--- src/common/frq_pkg.sv ---
// Package with constants for the frequency relay output and indication block
// Behaviour
// - Matrix switches route any stage start or trip to any start or trip output.
// - Continuous outputs follow their controlling stage for as long as it is active.
// - Pulsed outputs assert for the programmed pulse length only, then drop.
// - Selected outputs light the shared trip lamp, which stays lit afterwards.
// - Bank-select subregister 0 selects main bank, 1 selects second bank.
// - Serial bank command or assigned control input also switches the bank.
// - While a control input selects the bank, serial and key requests are ignored.
// - Bank indicator flashes whenever the second bank is active.
// - Serial bus reaches both banks; front keys reach only the active bank.
// - Reset key or dark program clears indicators; both keys or serial clears all.
// - Control input clears indicators or everything, chosen by two switches.
// - Trip code and trip lamp stay latched until reset, even after stage resets.
// - Start code goes out when stage resets unless latch switch is set.
// - A started stage that trips shows its trip code instead of its start code.
// - Codes 1 to 8 are start and trip per stage; 9 recovery running, 10 operated.
// - Permanent internal fault lights the alarm lamp and drives the alarm contact.
// - Internal fault diagnostic code is cleared only by presetn, never by key, serial or input resets.
// - Rated frequency defaults to 50 Hz, measurement cycle count to 6.
// - Undervoltage threshold 0.30 to 0.90 of rated voltage, default 0.60.
// - Per stage threshold and timer; defaults 51, 49, 48, 47 Hz, 0.15 s.
// - One rate-of-change threshold per bank, default 1.0 Hz/s.
// - Recovery half-width defaults to 0.20 Hz, recovery time to 10 min.
package frq_pkg;
    localparam int          CLK_HZ         = 100_000_000;
    localparam int          TICK_US        = 10;
    localparam int          TICK_CYC       = CLK_HZ / 1_000_000 * TICK_US;
    localparam int          FLASH_TICKS    = 25_000;
    localparam logic [11:0] ADDR_CFG       = 12'h000;
    localparam logic [11:0] ADDR_MATRIX    = 12'h004;
    localparam logic [11:0] ADDR_MODE      = 12'h008;
    localparam logic [11:0] ADDR_CTRL      = 12'h00c;
    localparam logic [11:0] ADDR_STATUS    = 12'h010;
    localparam logic [11:0] ADDR_PULSE     = 12'h014;
    localparam logic [11:0] ADDR_FAULT     = 12'h018;
    localparam logic [11:0] ADDR_SET_BASE  = 12'h100;
    localparam int          SET_WORDS      = 16;
    localparam int          CTRL_BANK_CMD  = 0;
    localparam int          CTRL_RESET_ALL = 1;
    localparam int          CFG_EXT_BANK   = 0;
    localparam int          CFG_EXT_IND    = 1;
    localparam int          CFG_EXT_ALL    = 2;
    localparam int          CFG_LATCH_ST   = 3;
    localparam logic [31:0] CFG_RST        = 32'h0000_0000;
    localparam logic [31:0] MATRIX_RST     = 32'h8421_8421;
    localparam logic [31:0] MODE_RST       = 32'h0000_0aff;
    localparam logic [15:0] PULSE_RST      = 16'h2710;
    localparam logic [3:0]  CODE_REC_RUN   = 4'h9;
    localparam logic [3:0]  CODE_REC_DONE  = 4'ha;
    localparam logic [15:0] FN_RST         = 16'h1388;
    localparam logic [15:0] NCYC_RST       = 16'h0006;
    localparam logic [15:0] UV_RST         = 16'h003c;
    localparam logic [15:0] F1_RST         = 16'h13ec;
    localparam logic [15:0] F2_RST         = 16'h1324;
    localparam logic [15:0] F3_RST         = 16'h12c0;
    localparam logic [15:0] F4_RST         = 16'h125c;
    localparam logic [15:0] T2_RST         = 16'h000f;
    localparam logic [15:0] DFDT_RST       = 16'h000a;
    localparam logic [15:0] FR_RST         = 16'h0014;
    localparam logic [15:0] TR_RST         = 16'h0258;
endpackage : frq_pkg

--- src/verilog/frq_relay.sv ---
// Output matrix, indication, setting bank and reset logic of the frequency relay
`timescale 1ns/1ps
module frq_relay (
    input  wire logic        pclk,
    input  wire logic        presetn,
    input  wire logic        psel,
    input  wire logic        penable,
    input  wire logic        pwrite,
    input  wire logic [11:0] paddr,
    input  wire logic [31:0] pwdata,
    output logic      [31:0] prdata,
    output logic             pready,
    output logic             pslverr,
    input  wire logic [3:0]  stage_start,
    input  wire logic [3:0]  stage_trip,
    input  wire logic        rec_running,
    input  wire logic        rec_operated,
    input  wire logic [4:0]  external_control_inputs,
    input  wire logic [2:0]  ext_bank_sel_idx,
    input  wire logic [2:0]  ext_reset_idx,
    input  wire logic        key_reset,
    input  wire logic        key_program,
    input  wire logic        display_dark,
    input  wire logic        key_bank_wr,
    input  wire logic        key_bank_val,
    input  wire logic        key_set_wr,
    input  wire logic [3:0]  key_set_idx,
    input  wire logic [15:0] key_set_data,
    output logic      [15:0] key_set_rdata,
    input  wire logic        fault_detect,
    input  wire logic [3:0]  fault_diag,
    output logic      [3:0]  start_outputs,
    output logic      [3:0]  trip_outputs,
    output logic             trip_lamp,
    output logic             bank_active,
    output logic             bank_lamp,
    output logic      [3:0]  operation_code_parameter,
    output logic             self_supervision_alarm,
    output logic             alarm_contact,
    output logic      [3:0]  fault_code,
    output logic             reg_clear
);
    import frq_pkg::*;

    logic [31:0] cfg, matrix, mode;
    logic [15:0] pulse_len;
    logic [15:0] bank_mem [2][SET_WORDS];
    logic        bank_sel;
    logic [15:0] tick_cnt;
    logic        tick;
    logic [15:0] flash_cnt;
    logic        flash;
    logic [7:0]  sig_now, sig_prev, sig_out, lamp_en;
    logic [15:0] pcnt [8];
    logic [3:0]  st_lat, tr_lat;
    logic        fault_lat;
    logic [3:0]  fault_hold;

    wire         wr_en    = psel && penable && pwrite;
    wire         sel_cfg  = paddr == ADDR_CFG;
    wire         sel_mat  = paddr == ADDR_MATRIX;
    wire         sel_mode = paddr == ADDR_MODE;
    wire         sel_ctrl = paddr == ADDR_CTRL;
    wire         sel_stat = paddr == ADDR_STATUS;
    wire         sel_pul  = paddr == ADDR_PULSE;
    wire         sel_flt  = paddr == ADDR_FAULT;
    wire         sel_set  = paddr[11:8] == ADDR_SET_BASE[11:8] && paddr[7] == 1'b0;
    wire         set_bank = paddr[6];
    wire  [3:0]  set_idx  = paddr[5:2];
    wire         mapped   = sel_cfg | sel_mat | sel_mode | sel_ctrl | sel_stat
                          | sel_pul | sel_flt | sel_set;
    wire         ext_bank_on  = cfg[CFG_EXT_BANK];
    wire         ext_bank_lvl = external_control_inputs[ext_bank_sel_idx];
    wire         ext_rst_lvl  = external_control_inputs[ext_reset_idx];
    wire         ser_bank_wr  = wr_en && sel_ctrl;
    wire         ser_rst_all  = ser_bank_wr && pwdata[CTRL_RESET_ALL];
    wire         clr_all  = (key_reset && key_program) || ser_rst_all
                          || (ext_rst_lvl && cfg[CFG_EXT_ALL]);
    wire         clr_ind  = clr_all || (key_reset && !key_program)
                          || (key_program && !key_reset && display_dark)
                          || (ext_rst_lvl && cfg[CFG_EXT_IND]);
    wire         next_bank = ext_bank_on ? ext_bank_lvl :
                             key_bank_wr ? key_bank_val :
                             ser_bank_wr ? pwdata[CTRL_BANK_CMD] : bank_sel;

    assign pready  = 1'b1;
    assign pslverr = psel && penable && !mapped;

    // Time base tick
    always_ff @(posedge pclk or negedge presetn) begin
        if (!presetn) begin
            tick_cnt <= '0;
        end else begin
            tick_cnt <= tick ? '0 : tick_cnt + 16'h0001;
        end
    end
    assign tick = tick_cnt == 16'(TICK_CYC - 1);

    always_ff @(posedge pclk or negedge presetn) begin
        if (!presetn) begin
            cfg       <= CFG_RST;
            matrix    <= MATRIX_RST;
            mode      <= MODE_RST;
            pulse_len <= PULSE_RST;
            bank_sel  <= 1'b0;
        end else begin
            if (wr_en && sel_cfg) cfg <= pwdata;
            if (wr_en && sel_mat) matrix <= pwdata;
            if (wr_en && sel_mode) mode <= pwdata;
            if (wr_en && sel_pul) pulse_len <= pwdata[15:0];
            bank_sel <= next_bank;
        end
    end
    assign bank_active = bank_sel;

    // Settings banks; serial reaches both, keys only the active one
    always_ff @(posedge pclk or negedge presetn) begin
        if (!presetn) begin
            for (int b = 0; b < 2; b++) begin
                bank_mem[b][0]  <= FN_RST;
                bank_mem[b][1]  <= NCYC_RST;
                bank_mem[b][2]  <= UV_RST;
                bank_mem[b][3]  <= F1_RST;
                bank_mem[b][4]  <= F2_RST;
                bank_mem[b][5]  <= F3_RST;
                bank_mem[b][6]  <= F4_RST;
                for (int s = 0; s < 4; s++) begin
                    bank_mem[b][7+s] <= T2_RST;
                end
                bank_mem[b][11] <= DFDT_RST;
                bank_mem[b][12] <= FR_RST;
                bank_mem[b][13] <= TR_RST;
                bank_mem[b][14] <= '0;
                bank_mem[b][15] <= '0;
            end
        end else begin
            if (wr_en && sel_set) begin
                bank_mem[set_bank][set_idx] <= pwdata[15:0];
            end else if (key_set_wr) begin
                bank_mem[bank_sel][key_set_idx] <= key_set_data;
            end
        end
    end
    assign key_set_rdata = bank_mem[bank_sel][key_set_idx];

    always_ff @(posedge pclk or negedge presetn) begin
        if (!presetn) begin
            flash_cnt <= '0;
            flash     <= 1'b0;
        end else if (tick) begin
            flash_cnt <= (flash_cnt == 16'(FLASH_TICKS - 1)) ? '0 : flash_cnt + 16'h0001;
            if (flash_cnt == 16'(FLASH_TICKS - 1)) flash <= !flash;
        end
    end
    assign bank_lamp = bank_sel && flash;

    // Output matrix and pulse limit per output; outputs 0..3 start, 4..7 trip
    genvar g;
    generate
        for (g = 0; g < 8; g++) begin : g_out
            wire [3:0] route = matrix[g*4 +: 4];
            assign sig_now[g] = |(route & (mode[8+g] ? stage_trip : stage_start));
            always_ff @(posedge pclk or negedge presetn) begin
                if (!presetn) begin
                    pcnt[g] <= '0;
                end else if (sig_now[g] && !sig_prev[g]) begin
                    pcnt[g] <= pulse_len;
                end else if (tick && pcnt[g] != 16'h0000) begin
                    pcnt[g] <= pcnt[g] - 16'h0001;
                end
            end
            assign sig_out[g] = mode[g] ? sig_now[g]
                              : sig_now[g] && (pcnt[g] != 16'h0000 || !sig_prev[g]);
            assign lamp_en[g] = cfg[8+g];
        end
    endgenerate

    always_ff @(posedge pclk or negedge presetn) begin
        if (!presetn) begin
            sig_prev      <= '0;
            start_outputs <= '0;
            trip_outputs  <= '0;
            trip_lamp     <= 1'b0;
            st_lat        <= '0;
            tr_lat        <= '0;
        end else begin
            sig_prev      <= sig_now;
            start_outputs <= sig_out[3:0];
            trip_outputs  <= sig_out[7:4];
            trip_lamp     <= |(sig_out & lamp_en) || (trip_lamp && !clr_ind);
            tr_lat        <= stage_trip | (tr_lat & {4{!clr_ind}});
            st_lat        <= stage_start | (st_lat & {4{cfg[CFG_LATCH_ST] && !clr_ind}});
        end
    end

    // Display code: lowest latched stage wins; its trip wins over its start
    logic [3:0] next_code;
    always_comb begin
        next_code = 4'h0;
        if (rec_operated) next_code = CODE_REC_DONE;
        else if (rec_running) next_code = CODE_REC_RUN;
        for (int s = 3; s >= 0; s--) begin
            if (tr_lat[s]) next_code = 4'(2*s + 2);
            else if (st_lat[s]) next_code = 4'(2*s + 1);
        end
    end

    always_ff @(posedge pclk or negedge presetn) begin
        if (!presetn) begin
            operation_code_parameter <= '0;
            fault_lat                <= 1'b0;
            fault_hold               <= '0;
            reg_clear                <= 1'b0;
        end else begin
            operation_code_parameter <= next_code;
            reg_clear                <= clr_all;
            if (fault_detect && !fault_lat) fault_hold <= fault_diag;
            fault_lat <= fault_lat || fault_detect;
        end
    end
    assign self_supervision_alarm = fault_lat;
    assign alarm_contact          = fault_lat;
    assign fault_code             = fault_hold;

    logic [31:0] rd_mux;
    always_comb begin
        rd_mux = 32'h0000_0000;
        if (sel_cfg) rd_mux = cfg;
        if (sel_mat) rd_mux = matrix;
        if (sel_mode) rd_mux = mode;
        if (sel_ctrl) rd_mux = {31'h0, bank_sel};
        if (sel_stat) rd_mux = {8'h0, fault_hold, operation_code_parameter, tr_lat, st_lat,
                                trip_outputs, start_outputs};
        if (sel_pul) rd_mux = {16'h0, pulse_len};
        if (sel_flt) rd_mux = {27'h0, fault_lat, fault_hold};
        if (sel_set) rd_mux = {16'h0, bank_mem[set_bank][set_idx]};
    end
    assign prdata = rd_mux;

    matrix_route_a: assert property (@(posedge pclk) disable iff (!presetn)
        mode[0] && mode[8] == 1'b0 ##1 $stable(mode) |-> start_outputs[0] == $past(sig_now[0]))
        else $error("continuous output wrong");
    trip_hold_a: assert property (@(posedge pclk) disable iff (!presetn)
        tr_lat[0] && !clr_ind |=> tr_lat[0]) else $error("trip latch lost");
    fault_keep_a: assert property (@(posedge pclk) disable iff (!presetn)
        fault_lat |=> fault_lat && $stable(fault_hold)) else $error("fault cleared");
    bank_ext_a: assert property (@(posedge pclk) disable iff (!presetn)
        ext_bank_on |=> bank_sel == $past(ext_bank_lvl)) else $error("bank not from input");
    lamp_hold_a: assert property (@(posedge pclk) disable iff (!presetn)
        trip_lamp && !clr_ind |=> trip_lamp) else $error("lamp dropped");
    bank_flash_a: assert property (@(posedge pclk) disable iff (!presetn)
        !bank_sel |-> !bank_lamp) else $error("lamp flashes on main bank");
    code_trip_a: assert property (@(posedge pclk) disable iff (!presetn)
        tr_lat[0] |=> operation_code_parameter == 4'h2) else $error("trip code missing");
    clear_all_a: assert property (@(posedge pclk) disable iff (!presetn)
        key_reset && key_program |=> reg_clear) else $error("register clear missing");
    pulse_stop_a: assert property (@(posedge pclk) disable iff (!presetn)
        !mode[0] && sig_prev[0] && pcnt[0] == 16'h0000 |=> !start_outputs[0])
        else $error("pulse too long");
    pulse_end_c: cover property (@(posedge pclk) disable iff (!presetn)
        !mode[0] && start_outputs[0] ##1 !start_outputs[0] && sig_prev[0]);
    bank_two_c: cover property (@(posedge pclk) disable iff (!presetn) bank_sel && bank_lamp);
    rec_code_c: cover property (@(posedge pclk) disable iff (!presetn)
        operation_code_parameter == CODE_REC_DONE);
endmodule : frq_relay

--- config.mk ---
export PLATFORM = sky130hd
export DESIGN_NAME = frq_relay
export DESIGN_NICKNAME = d
export VERILOG_FILES = /design/src/common/frq_pkg.sv /design/src/verilog/frq_relay.sv
export SDC_FILE = /design/constraint.sdc
export NUM_CORES = 2
export LEC_CHECK = 0
export BUFFER_PORTS_ARGS = -buffer_cell sky130_fd_sc_hd__buf_4
export CAP_MARGIN = 20
export CORE_MARGIN = 4
export CORE_UTILIZATION = 30
export DETAILED_ROUTE_END_ITERATION = 7
export SETUP_SLACK_MARGIN = 0.05
export SYNTH_ARGS = -nofsm -noshare
export SYNTH_HDL_FRONTEND = slang
export SYNTH_SLANG_ARGS = --single-unit
export TNS_END_PERCENT = 10
--- constraint.sdc ---
create_clock -name pclk -period 9.9 [get_ports pclk]
set_input_delay 1.98 -clock pclk [delete_from_list [all_inputs] [get_ports pclk]]
set_output_delay 1.98 -clock pclk [all_outputs]
set_load 0.005 [all_outputs]
# Word-level counts from Yosys, hierarchy flattened
# Index checks and enable logic that the tools add are counted.
# op_classes
addsub,10
magnitude_cmp,10
eq_ne,9
muxes,83
n_bitwise,25
reduce_logical,107
# op_table
operator,n
two-way mux 256 bit,8
bitwise mux 512 bit,2
two-way mux 512 bit,2
demux 256 bit (select 1 bit),2
two-way mux 16 bit,24
two-way mux 32 bit,8
binary-select mux 16 bit (select 4 bit),2
demux 16 bit (select 4 bit),2
nonzero test 16 bit,8
"subtractor 16 x 1 -> 16 bit, second input constant",8
two-way mux 4 bit,18
logical AND 1 bit,49
bitwise AND 4 bit,10
"== test 12 x 5 -> 1 bit, second input constant",3
"adder 16 x 1 -> 16 bit, second input constant",2
OR reduction 4 bit,8
"== test 12 x 4 -> 1 bit, second input constant",2
nonzero test 2 bit,9
"== test 16 x 10 -> 1 bit, second input constant",1
"== test 16 x 15 -> 1 bit, second input constant",1
logical OR 1 bit,15
zero test 1 bit,14
two-way mux 1 bit,13
"== test 12 x 3 -> 1 bit, second input constant",1
other kinds (17),32
# word_totals
register_bits,821
inputBits,101
output_inout_bits,72

# Longest topological paths before layout
# depth
ltp_word,13
mapped_depth,11

# Worst setup path after synthesis
# No wires, ideal clock.
# synth_timing
kind,input-to-output
startpoint,input port paddr[6]
endpoint,output port prdata[5]
arrival_time_ns,4.072
t_required_ns,7.920
setup_slack_ns,3.848
cell_stages,7
path_buffers,3
cell_sequence,buf_2 buf_4 buf_1 mux4_2 mux4_2 a21oi_1 o22ai_1
# synth_via
elab_chain_len,9
elab_cells_between_ends,22
cone_classes,eq/ne: 6; mux: 14; bitwise: 1; reduce/logical: 1
# synth_lines
item,line_no,source
start: declaration,frq_relay.sv:9,"input wire logic [11:0] paddr,"
zero test 12 bit,frq_relay.sv:60,wire sel_cfg = paddr == ADDR_CFG;
two-way mux 32 bit,frq_relay.sv:228,if (sel_cfg) rd_mux = cfg;
two-way mux 32 bit,frq_relay.sv:229,if (sel_mat) rd_mux = matrix;
two-way mux 32 bit,frq_relay.sv:230,if (sel_mode) rd_mux = mode;
two-way mux 32 bit,frq_relay.sv:231,"if (sel_ctrl) rd_mux = {31'h0, bank_sel};"
two-way mux 32 bit,frq_relay.sv:232,"if (sel_stat) rd_mux = {8'h0, fault_hold, operation_code_parameter, tr_lat, st_lat,"
two-way mux 32 bit,frq_relay.sv:234,"if (sel_pul) rd_mux = {16'h0, pulse_len};"
two-way mux 32 bit,frq_relay.sv:235,"if (sel_flt) rd_mux = {27'h0, fault_lat, fault_hold};"
two-way mux 32 bit *,frq_relay.sv:236,"if (sel_set) rd_mux = {16'h0, bank_mem[set_bank][set_idx]};"
end: declaration,frq_relay.sv:11,"output logic [31:0] prdata,"
# Every way passes the cells marked *; elsewhere a longest branch is shown, timed or not. The select of a mux whose other input is x is not followed.

# Worst setup path after layout
# layout_timing
startpoint,input port paddr[2]
endpoint,output port prdata[7]
# The elaborated chain is that of the path after synthesis.

==> impl_metrics.py <==
metrics = {
    "cts": {
        "cts_inserted_buffers": 92,
        "post_cts_buffers": 0,
        "cts_tree": "done",
        "root_buffer": "clkbuf_16",
        "clock_sinks": 821,
        "clk_path_buf_depth": 3,
        "cts-htree-levels": 3,
        "cts_resized": 0,
        "cts_hold_buf": 0,
        "clk_latency_ps": 720,
        "clkTransAtPathRegs_ps": 60,
    },
    "timing": {
        "fin_crit_sh_pct": 76.5,
        "whs_ps": 467,
        "setup_violations": 0,
        "skew_ps": 30.8,
        "fin_ws_ps": 2330,
        "fin_crit_ps": 7570,
        "worst_pin_slew_ps": 1340,
        "hold_viol_final": 0,
        "setup_tns_ps": 0,
        "rsz0062_at_grt": "false",
        "max_slew_margin_pct": 10.5,
        "report.final.slew_viol_count": 0,
        "fmax_mhz": 132,
    },
    "grt": {
        "grt_pass1_vias": 39600,
        "grt.busiest_layer": "met2",
        "grt-ovfl-total": 0,
        "antenna_found_initial": 23,
        "grt_pass1_wl_microns": 291000,
        "grt_util_met3_pct": 9.38,
        "grt_max_degree": 165,
        "use_met1_pct": 30.1,
        "use_met2_pct": 35.1,
        "grtUsageTotal_pct": 24.4,
    },
    "routing": {
        "vias": 40800,
        "drcViolationCount": 0,
        "ant_nets": 0,
        "drtPass1Iterations": 7,
        "drt_iter0_drc": 5538,
        "wl_per_cell_microns": 31.3,
        "vias_per_cell": 6.26,
        "wirelength_microns": 204000,
    },
    "placed_design": {
        "port-buffer-count": 171,
        "pre_cts_slack_ps": 2510,
        "place_hpwl_microns": 130000,
        "dp_cells": 6338,
        "placed_area_sq_um": 50600,
        "place_congestion": 0.949,
    },
    "min_path": {
        "hold_class": "reg2reg",
    },
    "floorplan": {
        "die_h_microns": 404,
        "rows": 144,
        "die_area_sq_um": 163000,
        "core-area_sq_um": 155000,
        "die_w_microns": 404,
        "boundaryPins": 173,
        "start_util_pct": 30.3,
    },
    "layout": {
        "area_growth_syn_to_layout_pct": 14.4,
        "drive_gt1_share_pct": 25.9,
        "instances_no_fill": 6520,
        "stdcell_area_sq_um": 53800,
        "fill_cells": 15300,
        "fin_nets": 4508,
        "fin_util_pct": 34.7,
    },
    "synth": {
        "synth_edf_count": 0,
        "synthDistinctLibCells": 81,
        "synthTopCellsByArea": "dfrtp_1 36%, mux4_2 13%, dfstp_2 7.8%, nand2_1 5.5%, a22oi_1 5.3%",
        "syn_nets": 4532,
        "synth.yosys.warnings": 0,
        "ys_async_sr_fraction_pct": 100,
        "synth_top_area_share_pct": 36.3,
        "yosysMostFrequentCell": "nand2_1",
        "yosys-top-cells-count": "691 x nand2_1, 682 x dfrtp_1, 329 x a22oi_1, 271 x mux4_2, 269 x nor2_1",
        "ys_ff_latch": 821,
        "seq_area_frac_synth_pct": 44.1,
        "synth_top_area_cell": "dfrtp_1",
        "netlist_instances": 4413,
        "syn_avg_cell_area_sq_um": 10.6,
        "synthFlopType": "dfrtp_1",
        "syn_area_sq_um": 47000,
    },
    "setup_path": {
        "cp_slowest_stage_delay_ps": 940,
        "crit_type": "in2out",
        "arrival_ps": 5590,
        "path_cells": "clkbuf_8 -> buf_4 -> mux4_2 -> mux4_2 -> nor2b_1 -> a21oi_1 -> o22ai_1 -> buf_4",
        "cp.required_ps": 7920,
        "path_max_fanout": 56,
        "critPathLaunchType": "primary input",
        "crit_slowest_cell": "a21oi_1",
        "cp-end-kind": "output port",
    },
    "power_and_ir_drop": {
        "power_mw": 9.59,
        "vdd_drop_max_mv": 0.149,
        "power.density_nw_per_um2": 178,
        "p_leak_nw": 22.0,
    },
    "flow_run": {
        "maxCapViolations": 0,
    },
    "run_status": {
        "outcome": "complete, no violations",
    },
}
[sequential cells by signal, summed over array words and instances (netlist names), 4 cells and up]
register and flops:
bank_mem 512, cfg 32, fault_code 4, flash_cnt 16
matrix 32, mode 32, operation_code_parameter 4, pcnt 128
pulse_len 16, sig_prev 8, st_lat 4, start_outputs 4
tick_cnt 16, tr_lat 4, trip_outputs 4
[kinds of logic after synthesis]
logic type / synth area share (%)
AND/OR/NAND/NOR: 13.2
AO/OA/AOI/OAI: 15.7
flip-flops: 44.1
multiplexers: 19.8
buffers and inverters: 4.12
XOR/XNOR: 2.61
adder cells (fa/ha/maj): 0.479
other: 0.00798
[where the power goes]
part / switching, mW / leakage, nW / internal (mW)
logic: 0.801 / 10.5 / 0.811
clock network: 1.54 / 1.57 / 2.14
registers: 0.434 / 9.95 / 3.86
total: 2.78 / 22.0 / 6.82
[final cells by class]
class                           count  area [sq um]  share of cell area (%)
Multi-Input combinational cell   3118         24700                    45.9
Clock buffer                      130          2620                    4.86
Inverter                           62           233                   0.433
Tap cell                         2044          2560                    4.75
Clock inverter                     39           569                    1.06
Timing Repair Buffer              294          2370                    4.41
Sequential cell                   821         20700                    38.5
Antenna cell                       12          30.0                  0.0558
[layout by cell type, fill, tap and decap left out, types with 22 or more instances in the layout]
master / instances
dfrtp_1: 681
nor4_1: 27
xnor2_1: 84
mux4_2: 271
o221ai_1: 26
clkbuf_1: 22
a221oi_1: 24
nor3b_1: 29
inv_1: 62
nor3_1: 82
nor3_2: 25
o22ai_1: 53
mux2_2: 180
mux2i_1: 118
xor2_1: 56
a221o_1: 129
a21oi_1: 69
or2_2: 22
nand3_1: 38
nor2_1: 259
dfstp_2: 139
nand2_1: 691
a22o_1: 22
clkbuf_16: 93
buf_4: 277
a22oi_1: 329
o21ai_0: 262
[path summary, 6_finish.rpt]
check	startpoint	end	slack, ps	cells after the start
worst max-delay path	paddr[2]	prdata[7]	2330	8
worst min-delay path	bank_mem[339]$_DFFE_PN1P_	bank_mem[339]$_DFFE_PN1P_	470	2
worst max register to register	bank_active$_DFFE_PN0P_	bank_mem[68]$_DFFE_PN0P_	5330	8
worst min register to register	bank_mem[339]$_DFFE_PN1P_	bank_mem[339]$_DFFE_PN1P_	470	2
max in group asynchronous	presetn	bank_mem[442]$_DFFE_PN0P_	6510	3
min in group asynchronous	presetn	operation_code_parameter[3]$_DFF_PN0_	1310	1
[layer usage]
metal  wire, microns  share of wire (%)  vias up
met5             133              0.065        -
met1           73700                 36    20400
met2           85300                 42     3052
met3           27500                 13      866
met4           17600                8.6       22
li1                -                  -    16500
[critical path: cells and delay by family]
kind | cells | cell delay [ps]
compound gates | 2 | 1230
buf+inv | 3 | 1270
mux | 2 | 850
simple gates | 1 | 140
No activity file was read; power rests on OpenSTA's default activity.
